### src/rtl/csp_map.vh
// register map, field positions, reset values and encodings for the socket regs
`ifndef CSP_MAP_VH
`define CSP_MAP_VH
`define CSP_OFF_REVISION 12'h800
`define CSP_OFF_STATUS 12'h801
`define CSP_OFF_POWER 12'h802
`define CSP_OFF_SYSCTL 12'h804
`define CSP_REV_RESET 4'h4
`define CSP_REV_COMPAT 4'h2
`define CSP_PWR_RESET 8'h00
`define CSP_BIT_OE 7
`define CSP_BIT_AUTO 5
`define CSP_BIT_SUPPLY 4
`define CSP_VCC_HI 4
`define CSP_VCC_LO 3
`define CSP_COMPAT_WMASK 8'hb3
`define CSP_REV_WMASK 8'h9b
`define CSP_VCC_5V 2'h2
`define CSP_VCC_3V3 2'h3
`define CSP_VPP_OFF 2'h0
`define CSP_VPP_VCC 2'h1
`define CSP_VPP_12V 2'h2
`define CSP_SUP_OFF 2'h0
`define CSP_SUP_5V 2'h1
`define CSP_SUP_3V3 2'h2
`define CSP_PROG_OFF 2'h0
`define CSP_PROG_VCC 2'h1
`define CSP_PROG_12V 2'h2
`endif

### src/rtl/csp_sync.v
// two-flop synchroniser for a bundle of pin levels
`default_nettype none
module csp_sync #(
  parameter WIDTH = 4
) (
  input wire mclk, // system clock
  input wire [WIDTH-1:0] din, // asynchronous pin levels
  output reg [WIDTH-1:0] dout // synchronised levels
);
  reg [WIDTH-1:0] stage;
  genvar i;
  generate
    for (i = 0; i < WIDTH; i = i + 1) begin : g_bit
      always @(posedge mclk) begin
        stage[i] <= din[i];
        dout[i] <= stage[i];
      end
    end
  endgenerate
endmodule
`default_nettype wire

### src/rtl/csp_regs.v
// socket status and power-control registers behind an apb slave
// Overview of operation
// - status bit 3 is one while detect pin b is low
// - status bit 2 is one while detect pin a is low
// - memory card: bits 1-0 mirror battery sense b and a
// - io card: bit 1 follows card audio, bit 0 state change
// - power bit 7 enables all card-side outputs, reset zero
// - compat layout: bits 6, 3, 2 read zero
// - compat layout: bit 5 enables automatic switching from card detects
// - compat layout: bit 4 enables vcc, level from system select bit
// - compat layout: vpp field 00 off, 01 vcc, 10 12v, 11 reserved
// - compat layout: vpp ignored while vcc not enabled
// - revision layout: vcc 00/01 off, 10 five, 11 3.3 volts
// - revision layout: vpp 10 is 12v, acted on only with vcc on
// - revision layout: bits 6-5 and 2 read zero, writes ignored
// - marked bits survive bus reset while power events enabled
// - revision field resets 0100b; writing 0010b selects compat layout
`default_nettype none
`include "csp_map.vh"
module csp_regs (
  input wire mclk, // 250 mhz system clock
  input wire rst, // synchronous reset, active high
  input wire global_reset_n, // global reset, low active, synchronous
  input wire bus_reset_n, // bus reset, low active, synchronous
  input wire power_event_enable, // power-management events enabled
  input wire psel, // apb select
  input wire penable, // apb enable
  input wire pwrite, // apb direction
  input wire [11:0] paddr, // apb byte address
  input wire [31:0] pwdata, // apb write data
  output wire pready, // apb ready
  output reg [31:0] prdata, // apb read data
  output wire pslverr, // apb error, unmapped address
  input wire card_detect_pin_a, // card detect a pin, low = card
  input wire card_detect_pin_b, // card detect b pin, low = card
  input wire battery_sense_a, // battery sense a / state change pin
  input wire battery_sense_b, // battery sense b / audio pin
  input wire io_card, // socket configured for an io card
  output reg card_outputs_enable, // gate for card-side outputs
  output reg [1:0] supply_voltage_out, // vcc switch: 0 off,1 5v,2 3.3v
  output reg [1:0] prog_voltage_out, // vpp switch: 0 off,1 vcc,2 12v
  output reg auto_switch_active // automatic detect-driven switching on
);
  wire [4:0] pins_sync;
  wire det_b;
  wire det_a;
  wire card_present;
  wire batt_a;
  wire batt_b;
  wire access;
  wire wr;
  wire rd_ok;
  wire compat;
  wire [7:0] status;
  wire [7:0] power_view;
  wire [7:0] wmask;
  wire marked_clear;
  wire plain_clear;
  wire vcc_on;
  wire io_sync;
  wire detect_b_status;
  wire detect_a_status;
  wire [1:0] battery_level_status;
  wire [11:0] word_addr;
  wire hit_rev;
  wire hit_pwr;
  wire hit_sys;
  wire wr_rev;
  wire wr_pwr;
  wire wr_sys;
  wire rd_setup;
  wire [7:0] rev_view;
  wire [7:0] sysctl_view;
  reg [3:0] compat_revision_field;
  reg [1:0] rev_spare;
  reg card_outputs_en;
  reg auto_power_switch_en;
  reg card_supply_enable;
  reg [1:0] supply_voltage_request;
  reg [1:0] prog_voltage_request;
  reg supply_level_select;
  reg [1:0] next_supply;
  reg [1:0] next_prog;
  reg [31:0] next_rdata;

  // card type is a slow socket-side level; synchronised like the pins
  csp_sync #(
    .WIDTH(5)
  ) u_sync (
    .mclk(mclk),
    .din({io_card, card_detect_pin_b, card_detect_pin_a, battery_sense_b,
          battery_sense_a}),
    .dout(pins_sync)
  );

  assign det_b = pins_sync[3];
  assign det_a = pins_sync[2];
  assign batt_b = pins_sync[1];
  assign batt_a = pins_sync[0];
  assign io_sync = pins_sync[4];
  assign card_present = ~det_a & ~det_b;

  // one wait-free access phase; every register answers in the same cycle.
  // the bank is only flops and small muxes, so wait states buy nothing
  assign access = psel & penable;
  assign pready = access;
  assign wr = access & pwrite;

  // word decode for the error response; byte decode for the write strobes
  assign word_addr = {paddr[11:2], 2'b00};
  assign rd_ok = (word_addr == `CSP_OFF_REVISION) ||
                 (word_addr == `CSP_OFF_SYSCTL);
  // an unmapped word errors and writes nothing
  assign pslverr = access & ~rd_ok;

  // writes use the exact byte address; other bytes of a word are read-only
  assign hit_rev = (paddr == `CSP_OFF_REVISION);
  assign hit_pwr = (paddr == `CSP_OFF_POWER);
  assign hit_sys = (paddr == `CSP_OFF_SYSCTL);
  assign wr_rev = wr & hit_rev;
  assign wr_pwr = wr & hit_pwr;
  assign wr_sys = wr & hit_sys;

  // read data is latched in the setup cycle, so it stands for the access
  assign rd_setup = psel & ~penable & ~pwrite;

  // layout select: only 0010b gives the compat layout; every other value,
  // reserved ones too, keeps the revision layout so that an odd write
  // never exposes fields that the software does not expect
  assign compat = (compat_revision_field == `CSP_REV_COMPAT);

  // detect pins are low when a card is seated
  assign detect_b_status = ~det_b;
  assign detect_a_status = ~det_a;

  // the same two pins carry battery sense on a memory card and audio /
  // state change on an io card, so one mirror serves both card types
  assign battery_level_status = {batt_b, batt_a};

  // power, ready and write-protect bits are not handled here; read zero
  assign status = {4'h0, detect_b_status, detect_a_status,
                   battery_level_status};

  // layout picks which stored fields are visible; fields of the other
  // layout keep their stored value but stay hidden
  assign power_view = compat ?
    {card_outputs_en, 1'b0, auto_power_switch_en, card_supply_enable,
     2'b00, prog_voltage_request} :
    {card_outputs_en, 2'b00, supply_voltage_request, 1'b0,
     prog_voltage_request};

  assign wmask = compat ? `CSP_COMPAT_WMASK : `CSP_REV_WMASK;

  // interface type is hardwired; spare bits are plain storage
  assign rev_view = {2'b10, rev_spare, compat_revision_field};

  // system control: bit 0 level select, bit 1 card type read back
  assign sysctl_view = {6'b000000, io_sync, supply_level_select};

  // marked bits hold across a bus reset while power events are enabled,
  // so a host can keep a card powered through its own bus reset; the
  // compat supply enable is not marked and always falls with bus reset.
  // rst stands for the whole-block reset and clears everything
  assign marked_clear = rst | ~global_reset_n |
                        (~bus_reset_n & ~power_event_enable);
  assign plain_clear = rst | ~global_reset_n | ~bus_reset_n;

  // revision field: only rst or the global reset brings it back to 0100b
  always @(posedge mclk) begin
    if (rst | ~global_reset_n) begin
      compat_revision_field <= `CSP_REV_RESET;
    end else if (wr_rev) begin
      compat_revision_field <= pwdata[3:0];
    end
  end

  // spare bits are kept for software that uses them as scratch
  always @(posedge mclk) begin
    if (rst | ~global_reset_n) begin
      rev_spare <= 2'b00;
    end else if (wr_rev) begin
      rev_spare <= pwdata[5:4];
    end
  end

  // compat-only supply enable; not marked, so any bus reset clears it
  always @(posedge mclk) begin
    if (plain_clear) begin
      card_supply_enable <= 1'b0;
    end else if (wr_pwr && compat) begin
      card_supply_enable <= pwdata[`CSP_BIT_SUPPLY];
    end
  end

  // level select lives outside the power register, in system control
  always @(posedge mclk) begin
    if (plain_clear) begin
      supply_level_select <= 1'b0;
    end else if (wr_sys) begin
      supply_level_select <= pwdata[0];
    end
  end

  // output gate is written in both layouts
  always @(posedge mclk) begin
    if (marked_clear) begin
      card_outputs_en <= 1'b0;
    end else if (wr_pwr) begin
      card_outputs_en <= pwdata[`CSP_BIT_OE] & wmask[`CSP_BIT_OE];
    end
  end

  // auto switching bit exists only in the compat layout
  always @(posedge mclk) begin
    if (marked_clear) begin
      auto_power_switch_en <= 1'b0;
    end else if (wr_pwr && compat) begin
      auto_power_switch_en <= pwdata[`CSP_BIT_AUTO];
    end
  end

  // vcc request field exists only in the revision layout
  always @(posedge mclk) begin
    if (marked_clear) begin
      supply_voltage_request <= `CSP_VPP_OFF;
    end else if (wr_pwr && !compat) begin
      supply_voltage_request <= pwdata[`CSP_VCC_HI:`CSP_VCC_LO];
    end
  end

  // vpp field sits at bits 1-0 in both layouts; reserved codes are stored
  always @(posedge mclk) begin
    if (marked_clear) begin
      prog_voltage_request <= `CSP_VPP_OFF;
    end else if (wr_pwr) begin
      prog_voltage_request <= pwdata[1:0] & wmask[1:0];
    end
  end

  // vcc is on in compat when enabled and, with auto switching, a card sits.
  // auto switching needs both detects, so a half-seated card stays unpowered
  assign vcc_on = compat ?
    (card_supply_enable & (~auto_power_switch_en | card_present)) :
    supply_voltage_request[1];

  // vcc command: compat takes the level from system control
  always @* begin
    next_supply = `CSP_SUP_OFF;
    if (compat) begin
      if (vcc_on) begin
        next_supply = supply_level_select ? `CSP_SUP_3V3 :
                      `CSP_SUP_5V;
      end
    end else begin
      case (supply_voltage_request)
        `CSP_VCC_5V: next_supply = `CSP_SUP_5V;
        `CSP_VCC_3V3: next_supply = `CSP_SUP_3V3;
        default: next_supply = `CSP_SUP_OFF;
      endcase
    end
  end

  // vpp command: never applied while the socket has no vcc
  always @* begin
    next_prog = `CSP_PROG_OFF;
    if (vcc_on) begin
      if (compat) begin
        case (prog_voltage_request)
          `CSP_VPP_VCC: next_prog = `CSP_PROG_VCC;
          `CSP_VPP_12V: next_prog = `CSP_PROG_12V;
          default: next_prog = `CSP_PROG_OFF;
        endcase
      end else if (prog_voltage_request == `CSP_VPP_12V) begin
        next_prog = `CSP_PROG_12V;
      end
    end
  end

  // registered switch commands; rst alone clears them, the fields above
  // fall to their reset values under the other two resets, revision and spare under global only, the marked ones under bus reset only with power events off
  always @(posedge mclk) begin
    if (rst) begin
      card_outputs_enable <= 1'b0;
    end else begin
      card_outputs_enable <= card_outputs_en;
    end
  end

  always @(posedge mclk) begin
    if (rst) begin
      supply_voltage_out <= `CSP_SUP_OFF;
    end else begin
      supply_voltage_out <= next_supply;
    end
  end

  always @(posedge mclk) begin
    if (rst) begin
      prog_voltage_out <= `CSP_PROG_OFF;
    end else begin
      prog_voltage_out <= next_prog;
    end
  end

  always @(posedge mclk) begin
    if (rst) begin
      auto_switch_active <= 1'b0;
    end else begin
      auto_switch_active <= compat & auto_power_switch_en;
    end
  end

  always @* begin
    next_rdata = 32'h0000_0000;
    case (word_addr)
      `CSP_OFF_REVISION: begin
        next_rdata[7:0] = rev_view;
        next_rdata[15:8] = status;
        next_rdata[23:16] = power_view;
        next_rdata[31:24] = 8'h00;
      end
      `CSP_OFF_SYSCTL: begin
        next_rdata[7:0] = sysctl_view;
      end
      default: next_rdata = 32'h0000_0000;
    endcase
  end

  always @(posedge mclk) begin
    if (rst) begin
      prdata <= 32'h0000_0000;
    end else if (rd_setup) begin
      prdata <= next_rdata;
    end
  end
endmodule
`default_nettype wire

### config.mk
export PLATFORM = sky130hd
export DESIGN_NAME = csp_regs
export DESIGN_NICKNAME = d
export VERILOG_FILES = /design/src/rtl/csp_sync.v /design/src/rtl/csp_regs.v
export VERILOG_INCLUDE_DIRS = /design/src /design/src/rtl
export SDC_FILE = /design/constraint.sdc
export NUM_CORES = 1
export LEC_CHECK = 0
export ABC_AREA = 1
export BUFFER_PORTS_ARGS = -buffer_cell sky130_fd_sc_hd__buf_2
export CAP_MARGIN = 30
export CORE_UTILIZATION = 40
export CTS_BUF_LIST = sky130_fd_sc_hd__clkbuf_4
export CTS_CLUSTER_SIZE = 16
export DETAILED_ROUTE_END_ITERATION = 16
export GPL_TIMING_DRIVEN = 0
export PLACE_DENSITY = 0.83
export RECOVER_POWER = 100
export REMOVE_ABC_BUFFERS = 1
export SLEW_MARGIN = 20
export SYNTH_ARGS = -nofsm -noshare
export SYNTH_HDL_FRONTEND = slang
export SYNTH_SLANG_ARGS = --single-unit
### constraint.sdc
create_clock -name mclk -period 1.2 [get_ports mclk]
set_input_delay 0.06 -clock mclk [delete_from_list [all_inputs] [get_ports mclk]]
set_output_delay 0.06 -clock mclk [all_outputs]
set_load 0.1 [all_outputs]
==> summary.md <==
| Metric | Value |
|---|---|
| Status | `finished with violations` |
| Violated checks | `negative setup slack` |
| Total CTS buffers | `5` |
| Area after DPL | `about 2300 µm²` |
| Number of DRC markers after the initial detailed-route iteration | `122` |
| Dominant cell by count in the synthesized netlist | `sky130_fd_sc_hd__nand2_1` |
| RR Startpoint | `compat_revision_field[0]$_SDFFE_PP0P_` |
| R2r setup slk | `-10 ps` |
| Number of cells on the worst reg-to-reg path | `8` |
| Maximum number of pins on one net before global-route repair | `21` |
| Power Dens Cells | `1110 nW/µm²` |
| Count of vias placed by the detailed router | `1,841` |
| Worst min-delay path category | `in2reg` |
| Combined area of all synthesized cells | `approximately 2000 µm²` |
| H-Tree Depth | `2` |
| Count of state elements after synthesis | `47` |
| Transition time of the tightest slew-check pin | `532 ps` |
| Portion of the clock cycle consumed by the worst path in the final layout | `101%` |
| Crit path time final | `1210 ps` |
| Total leakage power | `1.26 nW` |
| Number of global-route vias before repair | `about 1,600` |
| Non-filler instance count after layout | `420` |
| GRT Overall Usage | `16.8%` |
| Buffers added on ports | `56` |
| Sequential standard cell area | `roughly 950 µm²` |
| CP Data Arrival Time | `1450 ps` |
| Total grt overflow | `0` |
| Cell taking the most area after synthesis | `sky130_fd_sc_hd__dfxtp_1` |
| Via-to-Cell Ratio | `4.38` |
| Critical Path Source | `compat_revision_field[0]$_SDFFE_PP0P_` |
| Antenna-violating nets left | `0` |
| Count of nets after finishing | `roughly 400` |
| CP Max Fanout | `4` |
| Kind of critical path | `reg2reg` |
| Most frequent cells after synthesis | `sky130_fd_sc_hd__nand2_1, sky130_fd_sc_hd__dfxtp_1, sky130_fd_sc_hd__nor2_1, sky130_fd_sc_hd__inv_1, sky130_fd_sc_hd__buf_4` |
| Cells along the critical path | `inv_2 > nand2_2 > nor2_4 > inv_2 > nor2_4 > nand2_2 > nand3_1 > a21oi_1` |
| Initial cell density of the core | `42.4%` |
| Yosys top cell area share | `46.1%` |
| Post-layout utilization of the core | `a little over half` |
| Worst Hold End | `prdata[7]$_SDFFE_PP0P_` |
| Seq/Total Area, Yosys | `46.1%` |
| Placed wire-length estimate after detailed placement | `between 3 and 4 mm` |
| IO Count | `97` |
| Clock buffer depth | `2` |
| Syn. warnings | `0` |
| Post-Route Hold Slack | `around 48 ps` |
| CTS root buffer | `sky130_fd_sc_hd__clkbuf_4` |
| Setup Total Neg Slack | `-20.5 ps` |
| Max Cap Viol | `0` |
| Antenna violations before repair | `0` |
| Total Wirelength | `4.44 mm` |
| # DRC | `0` |
| Setup violations, final | `2` |
| Max Fclk | `~0.83 GHz` |
| Final RePlAce weighted congestion | `0.865` |
| Top routing layer used | `met4` |
| Antenna Cells | `0` |
| Layout cells sized above 1 | `30.3%` |
| Row count | `25` |
| Area occupied by multi-input gates | `852 µm²` |
| Die outline area | `about 5400 µm²` |
| Clock tree from TritonCTS | `done` |
| Worst-case headroom to the max-slew limit | `between 60 and 70%` |
| RR Endpoint | `supply_voltage_out[0]$_SDFF_PP0_` |
| Met2 Routed Length | `roughly 2.2 mm` |
| Flip-flop cell with the highest count after synthesis | `sky130_fd_sc_hd__dfxtp_1` |
| Unrepaired setup endpoints after global routing | `yes` |
| First-pass GRT wire length | `6.90 mm` |
| Average routed wire per standard cell | `10.6 µm` |
| Minimum setup slack in the final design | `-10.6 ps` |
| Finished layout cell area | `around 2600 µm²` |
| Count of flip-flops with a built-in enable after synthesis | `0` |
| Avg Synthesized Cell Area | `7.35 µm²` |
| Worst clock skew | `between 20 and 25 ps` |
| Number of instances in the synthesized netlist | `278` |
| Startpoint of the lowest-slack hold path | `paddr[2]` |
| Peak supply drop | `668 µV` |
| Clock slew at reported path FFs | `140 ps` |
| Layout overhead on the synthesized area | `28.8%` |
| Clk_lat worst skew | `between 300 and 400 ps` |
| CP endpoint kind | `register` |
| Filler Cells Inserted | `474` |
| Stage delay of the slowest cell on the critical path | `about 340 ps` |
| Cells taking the most area after synthesis | `sky130_fd_sc_hd__dfxtp_1, sky130_fd_sc_hd__nand2_1, sky130_fd_sc_hd__nor2_1` |
| Sum of met3 wire segment lengths after detailed routing | `223 µm` |
| Number of pins exceeding their max-slew limit in the final report | `0` |
| Die width | `approximately 73 µm` |
| Clock Sinks | `47` |
| Inst Count DP | `slightly below 400` |
| Worst setup SP type | `register` |
| Overall power | `2.92 mW` |
| Final Hold Fails | `0` |
| Cell at the slowest stage of the critical path | `sky130_fd_sc_hd__dfxtp_2` |
| Core Footprint | `4820 µm²` |
| Fraction of registers with async set or reset after synthesis | `0%` |
| Post-place setup slack | `-218 ps` |
| Floorplan die height | `73.5 µm` |
| Cell variety after synth | `23` |
| Drt first pass iters | `5` |
| Routed metal-1 wirelength | `2.01 mm` |
| Required time worst endpoint | `1440 ps` |
| Worst hold path cell count | `4` |
[worst max-delay path: cells and delay by family, from the launching register on]
| kind | cells | cell delay [ps] |
|---|---|---|
| AO/OA/AOI/OAI | 1 | 70 |
| buffers and inverters | 2 | 160 |
| flip-flops | 1 | 340 |
| AND/OR/NAND/NOR | 5 | 500 |
[flip-flops by register name, indices dropped and copies added, names as in the netlist]
register                count
supply_voltage_request      2
card_outputs_en             1
compat_revision_field       4
rev_spare                   2
supply_level_select         1
auto_switch_active          1
card_supply_enable          1
prog_voltage_request        2
card_outputs_enable         1
u_sync.stage                5
prdata                     17
prog_voltage_out            2
u_sync.dout                 5
auto_power_switch_en        1
supply_voltage_out          2
[layout make-up]
type | instances | share of cell area (%)
Multi-Input combinational cell | 182 | 32.4
Inverter | 43 | 6.18
Clock buffer | 5 | 1.43
Timing Repair Buffer | 74 | 19.4
Clock inverter | 2 | 1.43
Sequential cell | 47 | 36.0
Tap cell | 67 | 3.19
[power by group]
group / switching, mW / total [mW] / internal [mW]
clock: 0.504 / 0.931 / 0.427
combinational: 0.324 / 0.407 / 0.0829
sequential: 0.00520 / 1.58 / 1.58
total: 0.833 / 2.92 / 2.09
[worst max path at each step]
stage	end	cells past startpoint
after detailed placement	supply_voltage_out[0]$_SDFF_PP0_	8
after floorplan	pslverr	7
final	supply_voltage_out[0]$_SDFF_PP0_	8
after global placement	supply_voltage_out[0]$_SDFF_PP0_	8
after CTS	card_supply_enable$_SDFFE_PP0P_	8
after global routing	card_supply_enable$_SDFFE_PP0P_	8
[cells by family (layout without fill, tap and decap cells)]
| kind of cell | count (synthesis) | in the layout | synth area share, % |
|---|---|---|---|
| DFF | 47 | 47 | 46.1 |
| and+or+nand+nor | 145 | 145 | 31.0 |
| AOI/OAI and AO/OA | 22 | 22 | 7.05 |
| buffers and inverters | 63 | 124 | 15.7 |
| other | 1 | 15 | 0.184 |
[repair_timing]
| action | CTS | global route |
|---|---|---|
| setup buffers | 2 | 3 |
| endpoints found under the setup margin | 25 | 16 |
| pin swaps | 2 | 4 |
| hold buffers | 13 | 0 |
| endpoints found under the hold margin | 18 | 0 |
| gates resized for setup | 24 | 17 |
[layout by cell type (no fill, tap or decap), types with 11 or more instances in the layout]
cell type,netlist,layout
sky130_fd_sc_hd__dlygate4sd3_1,0,13
sky130_fd_sc_hd__conb_1,1,15
sky130_fd_sc_hd__nand2_1,69,66
sky130_fd_sc_hd__buf_2,2,30
sky130_fd_sc_hd__nor2_1,42,43
sky130_fd_sc_hd__clkbuf_4,0,11
sky130_fd_sc_hd__inv_1,39,37
sky130_fd_sc_hd__dfxtp_1,47,43
sky130_fd_sc_hd__nand2_2,9,12
sky130_fd_sc_hd__buf_4,15,22
[routing by layer]
metal	track usage, %	vias to the layer above
met2	28.0	60
met4	3.63	0
met1	21.3	823
met5	0	-
met3	5.35	6
li1	-	952
(Power assumes the default switching activity.)
